### src/tshc_pkg.sv
package tshc_pkg;

  // ----------------------------------------------------------------
  // Register map (byte addresses, one word each)
  // ----------------------------------------------------------------
  localparam logic [11:0] CTRL_OFS = 12'h000;
  localparam logic [11:0] STATUS_OFS = 12'h004;
  localparam logic [11:0] COUNT_OFS = 12'h008;
  localparam int CTRL_BULB_EN_BIT = 0;
  localparam logic CTRL_BULB_EN_RST = 1'b1;
  localparam int COUNT_L_LSB = 0;
  localparam int COUNT_R_LSB = 2;

  // ----------------------------------------------------------------
  // Lamp current bands (sense code to working lamp count)
  // ----------------------------------------------------------------
  localparam logic [7:0] BAND1 = 8'h40;
  localparam logic [7:0] BAND2 = 8'h80;
  localparam logic [7:0] BAND3 = 8'hc0;
  localparam logic [7:0] FLOW_MIN = 8'h10;
  localparam logic [1:0] LAMPS_OK = 2'h2;

  // ----------------------------------------------------------------
  // Timing
  // ----------------------------------------------------------------
  localparam int unsigned CLK_KHZ = 250000;
  localparam int unsigned QUAL_MS = 160;
  localparam int unsigned HALF_MS = 330;
  localparam int unsigned FAST_HALF_MS = 165;
  localparam int unsigned SHORT_MS = 250;
  localparam int unsigned LONG_MS = 2000;
  localparam int unsigned GAP_MS = 250;
  localparam int unsigned QUAL_CYC = QUAL_MS * CLK_KHZ;
  localparam int unsigned HALF_CYC = HALF_MS * CLK_KHZ;
  localparam int unsigned FAST_CYC = FAST_HALF_MS * CLK_KHZ;
  localparam int unsigned SHORT_CYC = SHORT_MS * CLK_KHZ;
  localparam int unsigned LONG_CYC = LONG_MS * CLK_KHZ;
  localparam int unsigned GAP_CYC = GAP_MS * CLK_KHZ;
  // Cycles the sense inputs trail the enables, synchroniser included
  localparam logic [1:0] SETTLE_CYC = 2'h3;

  // ----------------------------------------------------------------
  // Types
  // ----------------------------------------------------------------
  typedef enum logic [2:0] {
    CODE_NONE = 3'h0,
    CODE_TRAILER = 3'h1,
    CODE_BULB = 3'h2,
    CODE_SHORT = 3'h3,
    CODE_STUCK = 3'h4
  } tshc_code_e;

  typedef enum logic [1:0] {
    SEC_IDLE = 2'b00,
    SEC_ON = 2'b01,
    SEC_GAP = 2'b10
  } tshc_sec_e;

  typedef struct packed {
    logic ign;
    logic stalk_l;
    logic stalk_r;
    logic haz_sw;
    logic inertia;
    logic arm;
    logic superlock;
    logic disarm;
    logic alarm;
    logic [7:0] sense_l;
    logic [7:0] sense_r;
  } tshc_pin_s;

  typedef struct packed {
    logic hazard;
    logic right;
    logic left;
    logic fast_r;
    logic fast_l;
  } tshc_drv_s;

  typedef struct packed {
    logic valid;
    logic side_r;
    logic side_l;
    tshc_code_e code;
  } tshc_msg_s;

  typedef struct packed {
    logic stuck;
    logic short_r;
    logic short_l;
    logic bulb_r;
    logic bulb_l;
    logic trailer_r;
    logic trailer_l;
    logic hazard;
    logic right;
    logic left;
  } tshc_status_s;

endpackage : tshc_pkg

### src/tshc_turn_hazard.sv
module tshc_turn_hazard #(
  parameter int unsigned QUAL_CYC = tshc_pkg::QUAL_CYC,
  parameter int unsigned HALF_CYC = tshc_pkg::HALF_CYC,
  parameter int unsigned FAST_CYC = tshc_pkg::FAST_CYC,
  parameter int unsigned SHORT_CYC = tshc_pkg::SHORT_CYC,
  parameter int unsigned LONG_CYC = tshc_pkg::LONG_CYC,
  parameter int unsigned GAP_CYC = tshc_pkg::GAP_CYC
) (
  // Clock and reset
  input wire logic CLOCK,
  input wire logic RESET,
  // Switch, security and sense pins (asynchronous)
  input wire tshc_pkg::tshc_pin_s PINS,
  // APB slave
  input wire logic PSEL,
  input wire logic PENABLE,
  input wire logic PWRITE,
  input wire logic [11:0] PADDR,
  input wire logic [31:0] PWDATA,
  output logic [31:0] PRDATA,
  output logic PREADY,
  output logic PSLVERR,
  // Indicator enables, relay coil drive and tell-tale drive
  output logic LH_IND_EN,
  output logic RH_IND_EN,
  output logic RELAY_L,
  output logic RELAY_R,
  output logic TELL_L,
  output logic TELL_R,
  // Messages to the driver module and the cluster
  output tshc_pkg::tshc_drv_s DRV,
  output tshc_pkg::tshc_msg_s MSG
);

  // ----------------------------------------------------------------
  // State
  // ----------------------------------------------------------------
  typedef struct packed {
    tshc_pkg::tshc_pin_s sync1;
    tshc_pkg::tshc_pin_s sync2;
    tshc_pkg::tshc_pin_s prev;
    logic haz_latch;
    logic [31:0] cad_cnt;
    logic phase;
    logic [31:0] qual_l;
    logic [31:0] qual_r;
    logic done_l;
    logic done_r;
    logic [1:0] cnt_l;
    logic [1:0] cnt_r;
    logic stuck;
    logic [1:0] settle;
    logic pend_l;
    logic pend_r;
    logic pend_s;
    tshc_pkg::tshc_code_e code_l;
    tshc_pkg::tshc_code_e code_r;
    tshc_pkg::tshc_sec_e sec_st;
    logic [1:0] sec_left;
    logic sec_long;
    logic [31:0] sec_tmr;
    logic bulb_en;
    logic lh_en;
    logic rh_en;
    logic relay_l;
    logic relay_r;
    logic tell_l;
    logic tell_r;
    tshc_pkg::tshc_drv_s drv;
    tshc_pkg::tshc_msg_s msg;
    logic pready;
    logic pslverr;
    logic [31:0] prdata;
  } tshc_state_s;
  tshc_state_s s;
  tshc_state_s next_s;
  localparam logic [31:0] QUAL_LIM = 32'(QUAL_CYC);
  localparam logic [31:0] HALF_LAST = 32'(HALF_CYC - 1);
  localparam logic [31:0] FAST_LAST = 32'(FAST_CYC - 1);
  localparam logic [31:0] SHORT_LAST = 32'(SHORT_CYC - 1);
  localparam logic [31:0] LONG_LAST = 32'(LONG_CYC - 1);
  localparam logic [31:0] GAP_LAST = 32'(GAP_CYC - 1);

  // ----------------------------------------------------------------
  // Helpers
  // ----------------------------------------------------------------
  function automatic logic [1:0] tshc_band(input logic [7:0] sense);
    if (sense >= tshc_pkg::BAND3) begin
      return 2'h3;
    end else if (sense >= tshc_pkg::BAND2) begin
      return 2'h2;
    end else if (sense >= tshc_pkg::BAND1) begin
      return 2'h1;
    end
    return 2'h0;
  endfunction : tshc_band

  function automatic tshc_pkg::tshc_code_e tshc_classify(
    input logic [1:0] cnt,
    input logic bulb_en
  );
    unique case (cnt)
      2'h3: return tshc_pkg::CODE_TRAILER;
      2'h2: return tshc_pkg::CODE_NONE;
      2'h1: return bulb_en ? tshc_pkg::CODE_BULB : tshc_pkg::CODE_NONE;
      2'h0: return tshc_pkg::CODE_SHORT;
    endcase
  endfunction : tshc_classify

  // ----------------------------------------------------------------
  // Decoded conditions
  // ----------------------------------------------------------------
  tshc_pkg::tshc_pin_s p;
  logic haz_press, arm_edge, sl_edge, dis_edge;
  logic hazard, turn_l, turn_r, req_l, req_r, sec_flash;
  logic fail_l, fail_r, fast, flowing, idle, quiet;
  logic eval_l, eval_r;
  tshc_pkg::tshc_status_s status;

  always_comb begin
    p = s.sync2;
    haz_press = p.haz_sw & ~s.prev.haz_sw;
    arm_edge = p.arm & ~s.prev.arm;
    sl_edge = p.superlock & ~s.prev.superlock;
    dis_edge = p.disarm & ~s.prev.disarm;
    hazard = s.haz_latch | p.inertia;
    turn_l = p.ign & p.stalk_l & ~p.stalk_r;
    turn_r = p.ign & p.stalk_r & ~p.stalk_l;
    req_l = turn_l | hazard;
    req_r = turn_r | hazard;
    sec_flash = (s.sec_st == tshc_pkg::SEC_ON);
    fail_l = s.bulb_en & (s.cnt_l == 2'h1);
    fail_r = s.bulb_en & (s.cnt_r == 2'h1);
    fast = (req_l & fail_l) | (req_r & fail_r);
    flowing = (p.sense_l >= tshc_pkg::FLOW_MIN) |
              (p.sense_r >= tshc_pkg::FLOW_MIN);
    // Sense trails relays and enables through the pin synchroniser
    quiet = ~req_l & ~req_r & ~p.alarm & ~sec_flash &
            ~s.relay_l & ~s.relay_r & ~s.lh_en & ~s.rh_en;
    idle = quiet & (s.settle == 2'h0);
    // Sample only during an on phase so the lamps draw current
    eval_l = req_l & (s.qual_l >= QUAL_LIM) & ~s.done_l & s.relay_l;
    eval_r = req_r & (s.qual_r >= QUAL_LIM) & ~s.done_r & s.relay_r;
    status.stuck = s.stuck;
    status.short_r = (s.cnt_r == 2'h0);
    status.short_l = (s.cnt_l == 2'h0);
    status.bulb_r = fail_r;
    status.bulb_l = fail_l;
    status.trailer_r = (s.cnt_r == 2'h3);
    status.trailer_l = (s.cnt_l == 2'h3);
    status.hazard = hazard;
    status.right = turn_r;
    status.left = turn_l;
  end

  // ----------------------------------------------------------------
  // Next state
  // ----------------------------------------------------------------
  always_comb begin
    next_s = s;
    next_s.sync1 = PINS;
    next_s.sync2 = s.sync1;
    next_s.prev = s.sync2;
    if (haz_press) begin
      next_s.haz_latch = ~s.haz_latch;
    end
    // Flash cadence, shared by both sides, restarted with the lamps on after a cycle with no request
    if (req_l | req_r) begin
      if (s.cad_cnt >= (fast ? FAST_LAST : HALF_LAST)) begin
        next_s.cad_cnt = 32'h0;
        next_s.phase = ~s.phase;
      end else begin
        next_s.cad_cnt = s.cad_cnt + 32'h1;
      end
    end else begin
      next_s.cad_cnt = 32'h0;
      next_s.phase = 1'b1;
    end
    // Alarm and security flashes drive both sides together
    next_s.relay_l = p.alarm | sec_flash | (req_l & s.phase);
    next_s.relay_r = p.alarm | sec_flash | (req_r & s.phase);
    next_s.tell_l = p.alarm | sec_flash | (req_l & s.phase);
    next_s.tell_r = p.alarm | sec_flash | (req_r & s.phase);
    next_s.lh_en = req_l;
    next_s.rh_en = req_r;
    next_s.drv.left = turn_l;
    next_s.drv.right = turn_r;
    next_s.drv.hazard = hazard;
    next_s.drv.fast_l = req_l & fail_l;
    next_s.drv.fast_r = req_r & fail_r;
    // Qualification timers, held at the limit
    next_s.qual_l = ~req_l ? 32'h0 :
                    (s.qual_l >= QUAL_LIM) ? s.qual_l : s.qual_l + 32'h1;
    next_s.qual_r = ~req_r ? 32'h0 :
                    (s.qual_r >= QUAL_LIM) ? s.qual_r : s.qual_r + 32'h1;
    next_s.done_l = s.done_l & req_l;
    next_s.done_r = s.done_r & req_r;
    // Cluster message: one per cycle, left before right before stuck
    next_s.msg.valid = 1'b0;
    if (s.pend_l) begin
      next_s.msg = '{1'b1, 1'b0, 1'b1, s.code_l};
      next_s.pend_l = 1'b0;
    end else if (s.pend_r) begin
      next_s.msg = '{1'b1, 1'b1, 1'b0, s.code_r};
      next_s.pend_r = 1'b0;
    end else if (s.pend_s) begin
      next_s.msg = '{1'b1, 1'b0, 1'b0, tshc_pkg::CODE_STUCK};
      next_s.pend_s = 1'b0;
    end
    // Each side judged on its own sense input
    if (eval_l) begin
      next_s.done_l = 1'b1;
      next_s.cnt_l = tshc_band(p.sense_l);
      next_s.code_l = tshc_classify(tshc_band(p.sense_l), s.bulb_en);
      if (tshc_classify(tshc_band(p.sense_l), s.bulb_en) !=
          tshc_pkg::CODE_NONE) begin
        next_s.pend_l = 1'b1;
      end
    end
    if (eval_r) begin
      next_s.done_r = 1'b1;
      next_s.cnt_r = tshc_band(p.sense_r);
      next_s.code_r = tshc_classify(tshc_band(p.sense_r), s.bulb_en);
      if (tshc_classify(tshc_band(p.sense_r), s.bulb_en) !=
          tshc_pkg::CODE_NONE) begin
        next_s.pend_r = 1'b1;
      end
    end
    next_s.settle = ~quiet ? tshc_pkg::SETTLE_CYC :
                    (s.settle == 2'h0) ? 2'h0 : s.settle - 2'h1;
    next_s.stuck = idle & flowing;
    if (idle & flowing & ~s.stuck) begin
      next_s.pend_s = 1'b1;
    end
    // Security flash sequencer; a new request restarts it
    if (dis_edge | sl_edge | arm_edge) begin
      next_s.sec_st = tshc_pkg::SEC_ON;
      next_s.sec_tmr = 32'h0;
      next_s.sec_long = dis_edge;
      next_s.sec_left = (~dis_edge & sl_edge) ? 2'h2 : 2'h0;
    end else begin
      unique case (s.sec_st)
        tshc_pkg::SEC_IDLE: begin
          next_s.sec_tmr = 32'h0;
        end
        tshc_pkg::SEC_ON: begin
          if (s.sec_tmr >= (s.sec_long ? LONG_LAST : SHORT_LAST)) begin
            next_s.sec_st = tshc_pkg::SEC_GAP;
            next_s.sec_tmr = 32'h0;
          end else begin
            next_s.sec_tmr = s.sec_tmr + 32'h1;
          end
        end
        tshc_pkg::SEC_GAP: begin
          if (s.sec_tmr < GAP_LAST) begin
            next_s.sec_tmr = s.sec_tmr + 32'h1;
          end else if (s.sec_left != 2'h0) begin
            next_s.sec_st = tshc_pkg::SEC_ON;
            next_s.sec_left = s.sec_left - 2'h1;
            next_s.sec_tmr = 32'h0;
          end else begin
            next_s.sec_st = tshc_pkg::SEC_IDLE;
          end
        end
        default: begin
          next_s.sec_st = tshc_pkg::SEC_IDLE;
        end
      endcase
    end
    // APB: data and PREADY both registered at the end of the first access cycle
    next_s.pready = 1'b0;
    next_s.pslverr = 1'b0;
    if (PSEL & PENABLE & ~s.pready) begin
      next_s.pready = 1'b1;
      next_s.prdata = 32'h0;
      unique case (PADDR)
        tshc_pkg::CTRL_OFS: begin
          next_s.prdata[tshc_pkg::CTRL_BULB_EN_BIT] = s.bulb_en;
        end
        tshc_pkg::STATUS_OFS: begin
          next_s.prdata[$bits(status)-1:0] = status;
        end
        tshc_pkg::COUNT_OFS: begin
          next_s.prdata[tshc_pkg::COUNT_L_LSB +: 2] = s.cnt_l;
          next_s.prdata[tshc_pkg::COUNT_R_LSB +: 2] = s.cnt_r;
        end
        default: begin
          next_s.pslverr = 1'b1;
        end
      endcase
    end
    // Write lands on the edge that completes the transfer
    if (PSEL & PENABLE & s.pready & PWRITE &
        (PADDR == tshc_pkg::CTRL_OFS)) begin
      next_s.bulb_en = PWDATA[tshc_pkg::CTRL_BULB_EN_BIT];
    end
  end

  always_ff @(posedge CLOCK) begin
    if (RESET) begin
      s <= '0;
      s.phase <= 1'b1;
      s.cnt_l <= tshc_pkg::LAMPS_OK;
      s.cnt_r <= tshc_pkg::LAMPS_OK;
      s.bulb_en <= tshc_pkg::CTRL_BULB_EN_RST;
    end else begin
      s <= next_s;
    end
  end

  assign PRDATA = s.prdata;
  assign PREADY = s.pready;
  assign PSLVERR = s.pslverr;
  assign LH_IND_EN = s.lh_en;
  assign RH_IND_EN = s.rh_en;
  assign RELAY_L = s.relay_l;
  assign RELAY_R = s.relay_r;
  assign TELL_L = s.tell_l;
  assign TELL_R = s.tell_r;
  assign DRV = s.drv;
  assign MSG = s.msg;
endmodule : tshc_turn_hazard
### config.mk
export PLATFORM = sky130hd
export DESIGN_NAME = tshc_turn_hazard
export DESIGN_NICKNAME = d
export VERILOG_FILES = /design/src/tshc_pkg.sv /design/src/tshc_turn_hazard.sv
export SDC_FILE = /design/constraint.sdc
export NUM_CORES = 1
export LEC_CHECK = 0
export BUFFER_PORTS_ARGS = -buffer_cell sky130_fd_sc_hd__buf_2
export CORE_AREA = 4 4 142 144
export CTS_BUF_LIST = sky130_fd_sc_hd__clkbuf_8
export DETAILED_ROUTE_END_ITERATION = 16
export DIE_AREA = 0 0 146 148
export GPL_ROUTABILITY_DRIVEN = 1
export PLACE_DENSITY = 0.77
export SYNTH_ARGS = -nofsm -noshare
export SYNTH_HDL_FRONTEND = slang
export SYNTH_SLANG_ARGS = --single-unit
### constraint.sdc
create_clock -name CLOCK -period 2.7 [get_ports CLOCK]
set_input_delay 0.27 -clock CLOCK [delete_from_list [all_inputs] [get_ports CLOCK]]
set_output_delay 0.27 -clock CLOCK [all_outputs]
set_load 0.01 [all_outputs]
# == Word level (Yosys, flattened, before mapping) ==
# Index checks and enable logic that the tools add are counted.
# Widths: inputs -> output; s select.
# totals
reg_bits,235
input_bits,74
out_inout_bits,51
wordCells,264
# classes
addsub,6
order_cmp,13
n_eq_ne,23
n_mux,55
bitwise,74
n_reduce_logical,29
# op_table
cell,count
$add 32x1->32 const B,4
$mux 32,3
$pmux 32 s3,1
$ge 32x26->1 const B,2
$and 1x1->1,38
$mux 2,18
$mux 34,1
$ge 32x27->1,1
$ge 32x29->1,1
$ge 8x8->1 const B,4
$lt 32x26->1 const B,1
$mux 29,1
$mux 27,1
$not 1->1,25
$mux 6,4
$pmux 3 s4,2
$mux 1,17
$ge 8x5->1 const B,2
$ge 8x7->1 const B,2
$eq 2x2->1 const B,7
$reduce_or 2->1,7
$eq 12x3->1 const B,1
$eq 12x4->1 const B,1
$logic_not 12->1,1
other kinds (18),55

# == Longest topological paths before layout ==
# Gate-level depths: netlist of run 1.
# logic_depth
word_depth,16
depth_mapped,14
mapped_depth_nobuf,13

# == Least setup slack after synthesis of run 1 ==
# Ideal clock, no wire load.
# synth_timing
path_type,register to register
start,"reg s, in the netlist next_s[228]"
end,reg s[192] in the netlist's numbering
setup_time_ps,128
arrival_ps,2588
t_required_ps,2572
slack_ps,-16
path_stages_with_launch,15
n_path_buf,1
period_less_slack_ps,2716
cell_sequence,dfxtp_1 nand3b_1 nand2_1 nand2_1 nand2_1 inv_1 ha_1 nand4_1 nor3b_1 nand4_1 a21oi_1 a211oi_1 o21ai_1 clkbuf_1 nor2_1
# synth_via
elab_chain_len,8
# synth_lines
element,line,source
"start, declared",tshc_turn_hazard.sv:75,tshc_state_s s;
"start signal, assigned",tshc_turn_hazard.sv:307,s <= next_s;
$and 1x1->1 or $not 1->1 (tied branches),"tshc_turn_hazard.sv:127, tshc_turn_hazard.sv:128",
$and 1x1->1 (on tied branches),"tshc_turn_hazard.sv:127, tshc_turn_hazard.sv:128",
$or 1x1->1 (on tied branches),"tshc_turn_hazard.sv:129, tshc_turn_hazard.sv:130",
$and 1x1->1,tshc_turn_hazard.sv:134,fast = (req_l & fail_l) | (req_r & fail_r);
$or 1x1->1,tshc_turn_hazard.sv:134,
$mux 27,tshc_turn_hazard.sv:169,if (s.cad_cnt >= (fast ? FAST_LAST : HALF_LAST)) begin
$ge 32x27->1,tshc_turn_hazard.sv:169,
$reduce_or 3->1 (no source line) *,--,
# Mark *: on every way between the ends. The rest lies on a longest branch, timed or not.
# A chain may end at the register's enable or synchronous reset.

# == Worst setup path after layout of run 1 ==
# layout_timing
start,"reg s, in the netlist next_s[228]"
end,reg s[171] in the netlist's numbering
# layout_via
elab_chain_len,7
# layout_lines
element,line
$and 1x1->1 or $not 1->1 (tied branches),"tshc_turn_hazard.sv:127, tshc_turn_hazard.sv:128"
$and 1x1->1 (on tied branches),"tshc_turn_hazard.sv:127, tshc_turn_hazard.sv:128"
$or 1x1->1 (on tied branches),"tshc_turn_hazard.sv:129, tshc_turn_hazard.sv:130"
$and 1x1->1,tshc_turn_hazard.sv:134
$or 1x1->1,tshc_turn_hazard.sv:134
$mux 27,tshc_turn_hazard.sv:169
$ge 32x27->1,tshc_turn_hazard.sv:169
# Several ways; a longest one is shown, not always the timed one.

==> results.json, run 1 <==
{
  "final_area_um2": 11500,
  "dpl.hpwl_um": 13700,
  "drv_cap": 0,
  "drc": 0,
  "grt_antenna_before_repair": 0,
  "grtUsageTotal_pct": 18.4,
  "clk_pin_slew_worst_paths_ps": 60,
  "gp_congestion": 0.792,
  "fin_nets": 1349,
  "final_layout_size_suffix_gt1_share_pct": 15.0,
  "setup_viol": 0,
  "cp-startpoint": "next_s[228]$_SDFF_PP0_",
  "clock_sinks": 217,
  "fin_worst_skew_ps": 14.4,
  "r2r_end": "s[171]$_SDFFE_PP1P_",
  "peakVddDrop_uv": 413,
  "cellPowerDensity_nw_per_um2": 559,
  "netlist_area_um2": 10000,
  "async_reset_ff_share_pct": 0,
  "path_max_fanout": 6,
  "n_fill_cell": 1520,
  "status": "finished clean",
  "cts_root_buf": "clkbuf_8",
  "grt-ovfl-total": 0,
  "synth-edff-count": 0,
  "core_um2": 18700,
  "worst-r2r-setup-slack_ps": 170,
  "htreeDepth": 2,
  "area_growth_pct": 14.4,
  "slew_headroom_pct": 57.9,
  "fin_tns_setup_ps": 0,
  "yosys_warnings": 0,
  "num_io_pins": 125,
  "n_antenna_cell": 0,
  "ant_nets": 0,
  "start_util_pct": 53.7,
  "cts_tree": "done",
  "port_buffers": 63,
  "dpl_cell_area_um2": 10600,
  "syn_inst": 1126,
  "die_x_um": 146,
  "synth_cell_types": 64,
  "setup.worst_path.end": "s[171]$_SDFFE_PP1P_",
  "timing.rr.start": "next_s[228]$_SDFF_PP0_",
  "tightest_slew_ps": 627,
  "drt_iter0_drc": 425,
  "die_height_um": 148,
  "finalHoldViolCount": 0,
  "seq_area_frac_synth_pct": 43.3,
  "synth-main-ff-cell": "dfxtp_1",
  "slew_violations": 0,
  "cts_made_buffers": 36,
  "routedWlPerCell_um": 13.5,
  "critical_path_class": "flop to flop",
  "hp-class": "input pin to flop",
  "endpoint_kind": "flop",
  "rsz0062_at_grt": "false",
  "grt_pass1_wl_um": 34000,
  "cp-start-kind": "flop",
  "rows": 50,
  "via_count": 7744,
  "drtPass1Iterations": 4,
  "clk_path_buf_depth": 3,
  "vias_per_cell": 5.23,
  "hold_slack_ps": 34.1,
  "fin_crit_ps": 2530,
  "die-area_um2": 21600,
  "crit_arrival_ps": 2930,
  "grt_pass1_vias": 7431,
  "syn_avg_cell_area_um2": 8.92,
  "fin_crit_sh_pct": 93.7,
  "grt_max_degree": 59,
  "drt_wl_total_um": 19900,
  "power_leakage_nw": 4.52,
  "clock_latency_ps": 530,
  "rr_worst_depth": 14,
  "worstPathRequired_ps": 3100,
  "ys_ff_latch": 217,
  "fmax_mhz": 395
}
==> what timing repair did <==
item	in CTS	in global routing
pin swaps	0	2
gates cloned	0	0
endpoints found under the setup margin	28	29
hold buffers	18	0
buffers inserted	0	1
hold endpoints to repair	19	0
gates resized for setup	1	6
==> registers in the layout (all words and copies together) (netlist names) <==
register,cells
LH_IND_EN,1
next_s,34
PREADY,1
s,156
PRDATA,10
TELL_R,1
MSG,6
DRV,5
TELL_L,1
RH_IND_EN,1
PSLVERR,1
==> cell families (layout without fill, tap and decap cells) <==
group,Yosys count,count (layout),share of synthesized area [%]
buffers and inverters,117,214,6.27
DFF,217,217,43.3
other,1,26,0.0373
muxes,10,10,0.997
xor gates and xnor gates,101,101,8.81
adders and majority gates,52,52,6.48
and+or+nand+nor,518,518,27.0
AOI/OAI and AO/OA,110,110,7.13
==> power breakdown <==
part           total [mW]  switching, mW  internal [mW]
Clock                2.87           1.28           1.59
Combinational       0.264          0.149          0.115
Sequential           3.28         0.0320           3.25
Total                6.42           1.46           4.95
==> layer usage <==
metal,track usage (%),up-vias,routed length [um]
met2,31.6,128,9760
met4,7.71,0,598
met1,22.8,3605,8910
li1,-,3968,-
met5,0,-,0
met3,3.28,43,678
==> placed cells by master, fill, tap and decap left out, types with 10 or more instances in the layout <==
| master | instances |
|---|---|
| a21oi_1 | 32 |
| and2_1 | 18 |
| and3_1 | 21 |
| buf_2 | 63 |
| buf_4 | 34 |
| clkbuf_8 | 44 |
| conb_1 | 26 |
| dfxtp_1 | 216 |
| dlygate4sd3_1 | 18 |
| ha_1 | 52 |
| inv_1 | 42 |
| mux2i_1 | 10 |
| nand2_1 | 64 |
| nand3_1 | 41 |
| nand4_1 | 31 |
| nor2_1 | 184 |
| nor2b_1 | 46 |
| nor3_1 | 33 |
| nor4_1 | 16 |
| nor4_2 | 10 |
| o21ai_0 | 22 |
| xnor2_1 | 62 |
| xor2_1 | 39 |
==> layout make-up <==
cell class	instances	area, um2	area share [%]
clock inverter	19	123	1.07
tap	234	293	2.55
timing repair buffer	118	811	7.06
sequential	217	4350	37.8
inverter	33	126	1.10
multi-input combinational	817	5180	45.1
clock buffer	44	606	5.27
==> Yosys cell counts (10+ instances only) <==
library cell	count	area, um2
ha_1	52	651
nand2_1	65	244
inv_1	33	124
nor2_1	185	694
nand4_1	31	194
clkbuf_1	29	109
nor3_1	33	165
mux2i_1	10	100
o21ai_0	22	110
xor2_1	39	342
xnor2_1	62	543
and3_1	21	131
buf_4	45	338
nor4_2	10	125
nor2b_1	46	288
and2_1	18	113
nor4_1	16	100
nand3_1	41	205
a21oi_1	32	160
dfxtp_1	217	4340
==> worst min path at each step <==
stage	from	endpoint	depth (start not counted)
after CTS	PINS[20]	next_s[250]$_SDFF_PP0_	2
final	PINS[20]	next_s[250]$_SDFF_PP0_	2
after floorplan	RESET	DRV[2]$_SDFF_PP0_	1
after global routing	PINS[20]	next_s[250]$_SDFF_PP0_	2
after detailed placement	next_s[236]$_SDFF_PP0_	next_s[211]$_SDFF_PP0_	1
after global placement	next_s[249]$_SDFF_PP0_	next_s[224]$_SDFF_PP0_	1
==> metrics by stage <==
step	total power [mW]	setup slack [ps]	std cells	utilization, %
finish	6.42	170	1482	61.4
global route	6.69	11.3	1482	61.4
CTS	6.50	53.6	1481	61.3
detailed placement	3.59	-59.9	1400	56.4
global placement	3.59	-10.8	1400	56.4
floorplan	3.52	-15.6	1151	-
==> worst max-delay path, stage by stage, from the launching register on <==
cell,delay (ps)
dfxtp_1,300
nand3b_1,170
nand2_1,100
nand2_1,80
nand2_2,140
inv_4,70
ha_1,260
o211ai_1,170
a21oi_1,70
o31ai_1,220
a21oi_1,120
a211oi_2,290
buf_4,170
xor2_1,140
o21ai_0,90
No activity file was read; power rests on OpenSTA's default activity.
==> run 2: changes to the inputs <==
--- a/config.mk
+++ b/config.mk
@@ -11,7 +11,8 @@
 export DETAILED_ROUTE_END_ITERATION = 16
 export DIE_AREA = 0 0 146 148
 export GPL_ROUTABILITY_DRIVEN = 1
-export PLACE_DENSITY = 0.77
+export HOLD_SLACK_MARGIN = 0.05
+export PLACE_DENSITY_LB_ADDON = 0.1
 export SYNTH_ARGS = -nofsm -noshare
 export SYNTH_HDL_FRONTEND = slang
 export SYNTH_SLANG_ARGS = --single-unit
==> run 2 against run 1 <==
Against the previous run: hold slack improved by 53 ps; cell count rose by 1.1%; sequential cell count unchanged; first-iteration DRC count down 27%; sequential power about the same; count of clock-buffer cells in the layout is 1 higher; critical endpoint is now s[192]$_SDFF_PP0_; largest cell class unchanged; largest power group unchanged.
==> results.json, run 2 (synthesis results as in run 1) <==
{
  "slew_headroom_pct": 48.4,
  "cts_made_buffers": 38,
  "setup_viol": 0,
  "holdPathStages": 2,
  "die-area_um2": 21600,
  "largest_reg_flops": 156,
  "rows": 50,
  "dpl.hpwl_um": 13600,
  "drt_wl_total_um": 20100,
  "worstHoldEndpoint": "DRV[2]$_SDFF_PP0_",
  "hp-class": "input pin to flop",
  "critical_path_class": "flop to flop",
  "cts_tree": "done",
  "min_from": "RESET",
  "drt_iter0_drc": 309,
  "clock_sinks": 217,
  "fin_crit_ps": 2610,
  "n_fill_cell": 1670,
  "endpoint_kind": "flop",
  "slew_violations": 0,
  "r2r_end": "s[192]$_SDFF_PP0_",
  "power_leakage_nw": 4.61,
  "via_count": 7633,
  "grtUsageTotal_pct": 18.3,
  "path_max_fanout": 14,
  "htreeDepth": 2,
  "grt_pass1_wl_um": 33900,
  "crit_arrival_ps": 3060,
  "cellPowerDensity_nw_per_um2": 574,
  "peakVddDrop_uv": 420,
  "clock_latency_ps": 530,
  "rr_worst_depth": 13,
  "fin_util_pct": 62.7,
  "ant_nets": 0,
  "finalHoldViolCount": 0,
  "tightest_slew_ps": 775,
  "gp_congestion": 0.817,
  "vias_per_cell": 5.09,
  "routedWlPerCell_um": 13.4,
  "start_util_pct": 53.7,
  "rsz0062_at_grt": "true",
  "mostFrequentLayoutCells": "215 x dfxtp_1, 180 x nor2_1, 63 x buf_2",
  "die_x_um": 146,
  "core_um2": 18700,
  "final_common_cell": "dfxtp_1",
  "fin_nets": 1362,
  "drv_cap": 0,
  "n_antenna_cell": 0,
  "timing.rr.start": "next_s[228]$_SDFF_PP0_",
  "status": "finished clean",
  "clk_path_buf_depth": 3,
  "final_layout_size_suffix_gt1_share_pct": 17.5,
  "fin_worst_skew_ps": 18.7,
  "final_area_um2": 11700,
  "area_growth_pct": 16.8,
  "worstPathRequired_ps": 3150,
  "grt-ovfl-total": 0,
  "worst-r2r-setup-slack_ps": 90,
  "num_io_pins": 125,
  "drc": 0,
  "die_height_um": 148,
  "fin_crit_sh_pct": 96.7,
  "top_register": "s",
  "dpl_cell_area_um2": 10600,
  "clk_pin_slew_worst_paths_ps": 60,
  "grt_max_degree": 83,
  "drtPass1Iterations": 7,
  "fmax_mhz": 383,
  "grt_pass1_vias": 7279,
  "grt_antenna_before_repair": 0,
  "cts_root_buf": "clkbuf_8",
  "port_buffers": 63,
  "cp-start-kind": "flop"
}
run 2: cell types whose count changed in the layout (fill, tap and decap cells not counted), sizes merged:
cell,change
buf,+9
clkbuf,+3
clkinv,+9
inv,-8
bufinv,+2
clkinvlp,+2
run 2: layer usage:
layer  track usage [%]  up-vias  routed length, um
met5                 0        -                  0
li1                  -     4003                  -
met4              6.26        0                480
met3              3.62       36                707
met2              30.5      109               9330
met1              24.0     3485               9630
run 2: stage by stage:
stage	hold slack (ps)	std cells	setup WS, ps	power (mW)	setup TNS [ps]
after floorplan	354	1151	-15.6	3.52	-275
after CTS	57.6	1494	63.1	6.83	0
after global placement	417	1407	-44.4	3.59	-1170
final	86.6	1499	88.3	6.73	0
after global routing	67.3	1499	-180	7.03	-4830
after detailed placement	424	1407	-60.5	3.59	-1400
run 2: area by class of cell:
type | instances | area (um2) | share of cell area, %
Inverter | 33 | 124 | 1.06
Sequential cell | 217 | 4350 | 37.1
Timing Repair Buffer | 129 | 920 | 7.84
Clock buffer | 45 | 619 | 5.28
Multi-Input combinational cell | 817 | 5230 | 44.6
Clock inverter | 24 | 199 | 1.70
Tap cell | 234 | 293 | 2.50
run 2: power by group:
part / internal, mW / switching (mW) / total (mW)
Combinational: 0.116 / 0.155 / 0.271
Clock: 1.83 / 1.36 / 3.18
Sequential: 3.25 / 0.0268 / 3.28
run 2: worst max path at each step:
stage                     cells after the start           endpoint                    from  slack, ps
after floorplan                              14  s[192]$_SDFF_PP0_  next_s[228]$_SDFF_PP0_        -20
after global placement                       15  s[182]$_SDFF_PP0_     s[204]$_SDFFE_PP0P_        -40
after detailed placement                     15  s[192]$_SDFF_PP0_     s[204]$_SDFFE_PP0P_        -60
after CTS                                    15  s[196]$_SDFF_PP0_     s[204]$_SDFFE_PP0P_         60
after global routing                         13  s[173]$_SDFF_PP0_  next_s[228]$_SDFF_PP0_       -180
final                                        13  s[192]$_SDFF_PP0_  next_s[228]$_SDFF_PP0_         90
run 2: critical path, cell delays in order, from the launching register on:
cell and delay [ps]:
dfxtp_1 300, nand3b_1 180, nand2_2 100, nand2_2 80
nand2_4 80, inv_2 70, ha_1 300, a2111oi_0 490
a21oi_1 160, a211oi_2 200, buf_4 170, o21ai_4 100
clkbuf_16 210, nor2_1 100
run 2: repair_timing:
item	CTS	global route
gates cloned	0	2
setup buffers	0	3
hold endpoints to repair	18	0
setup endpoints to repair	29	34
resized for setup	3	19
hold buffers	18	0
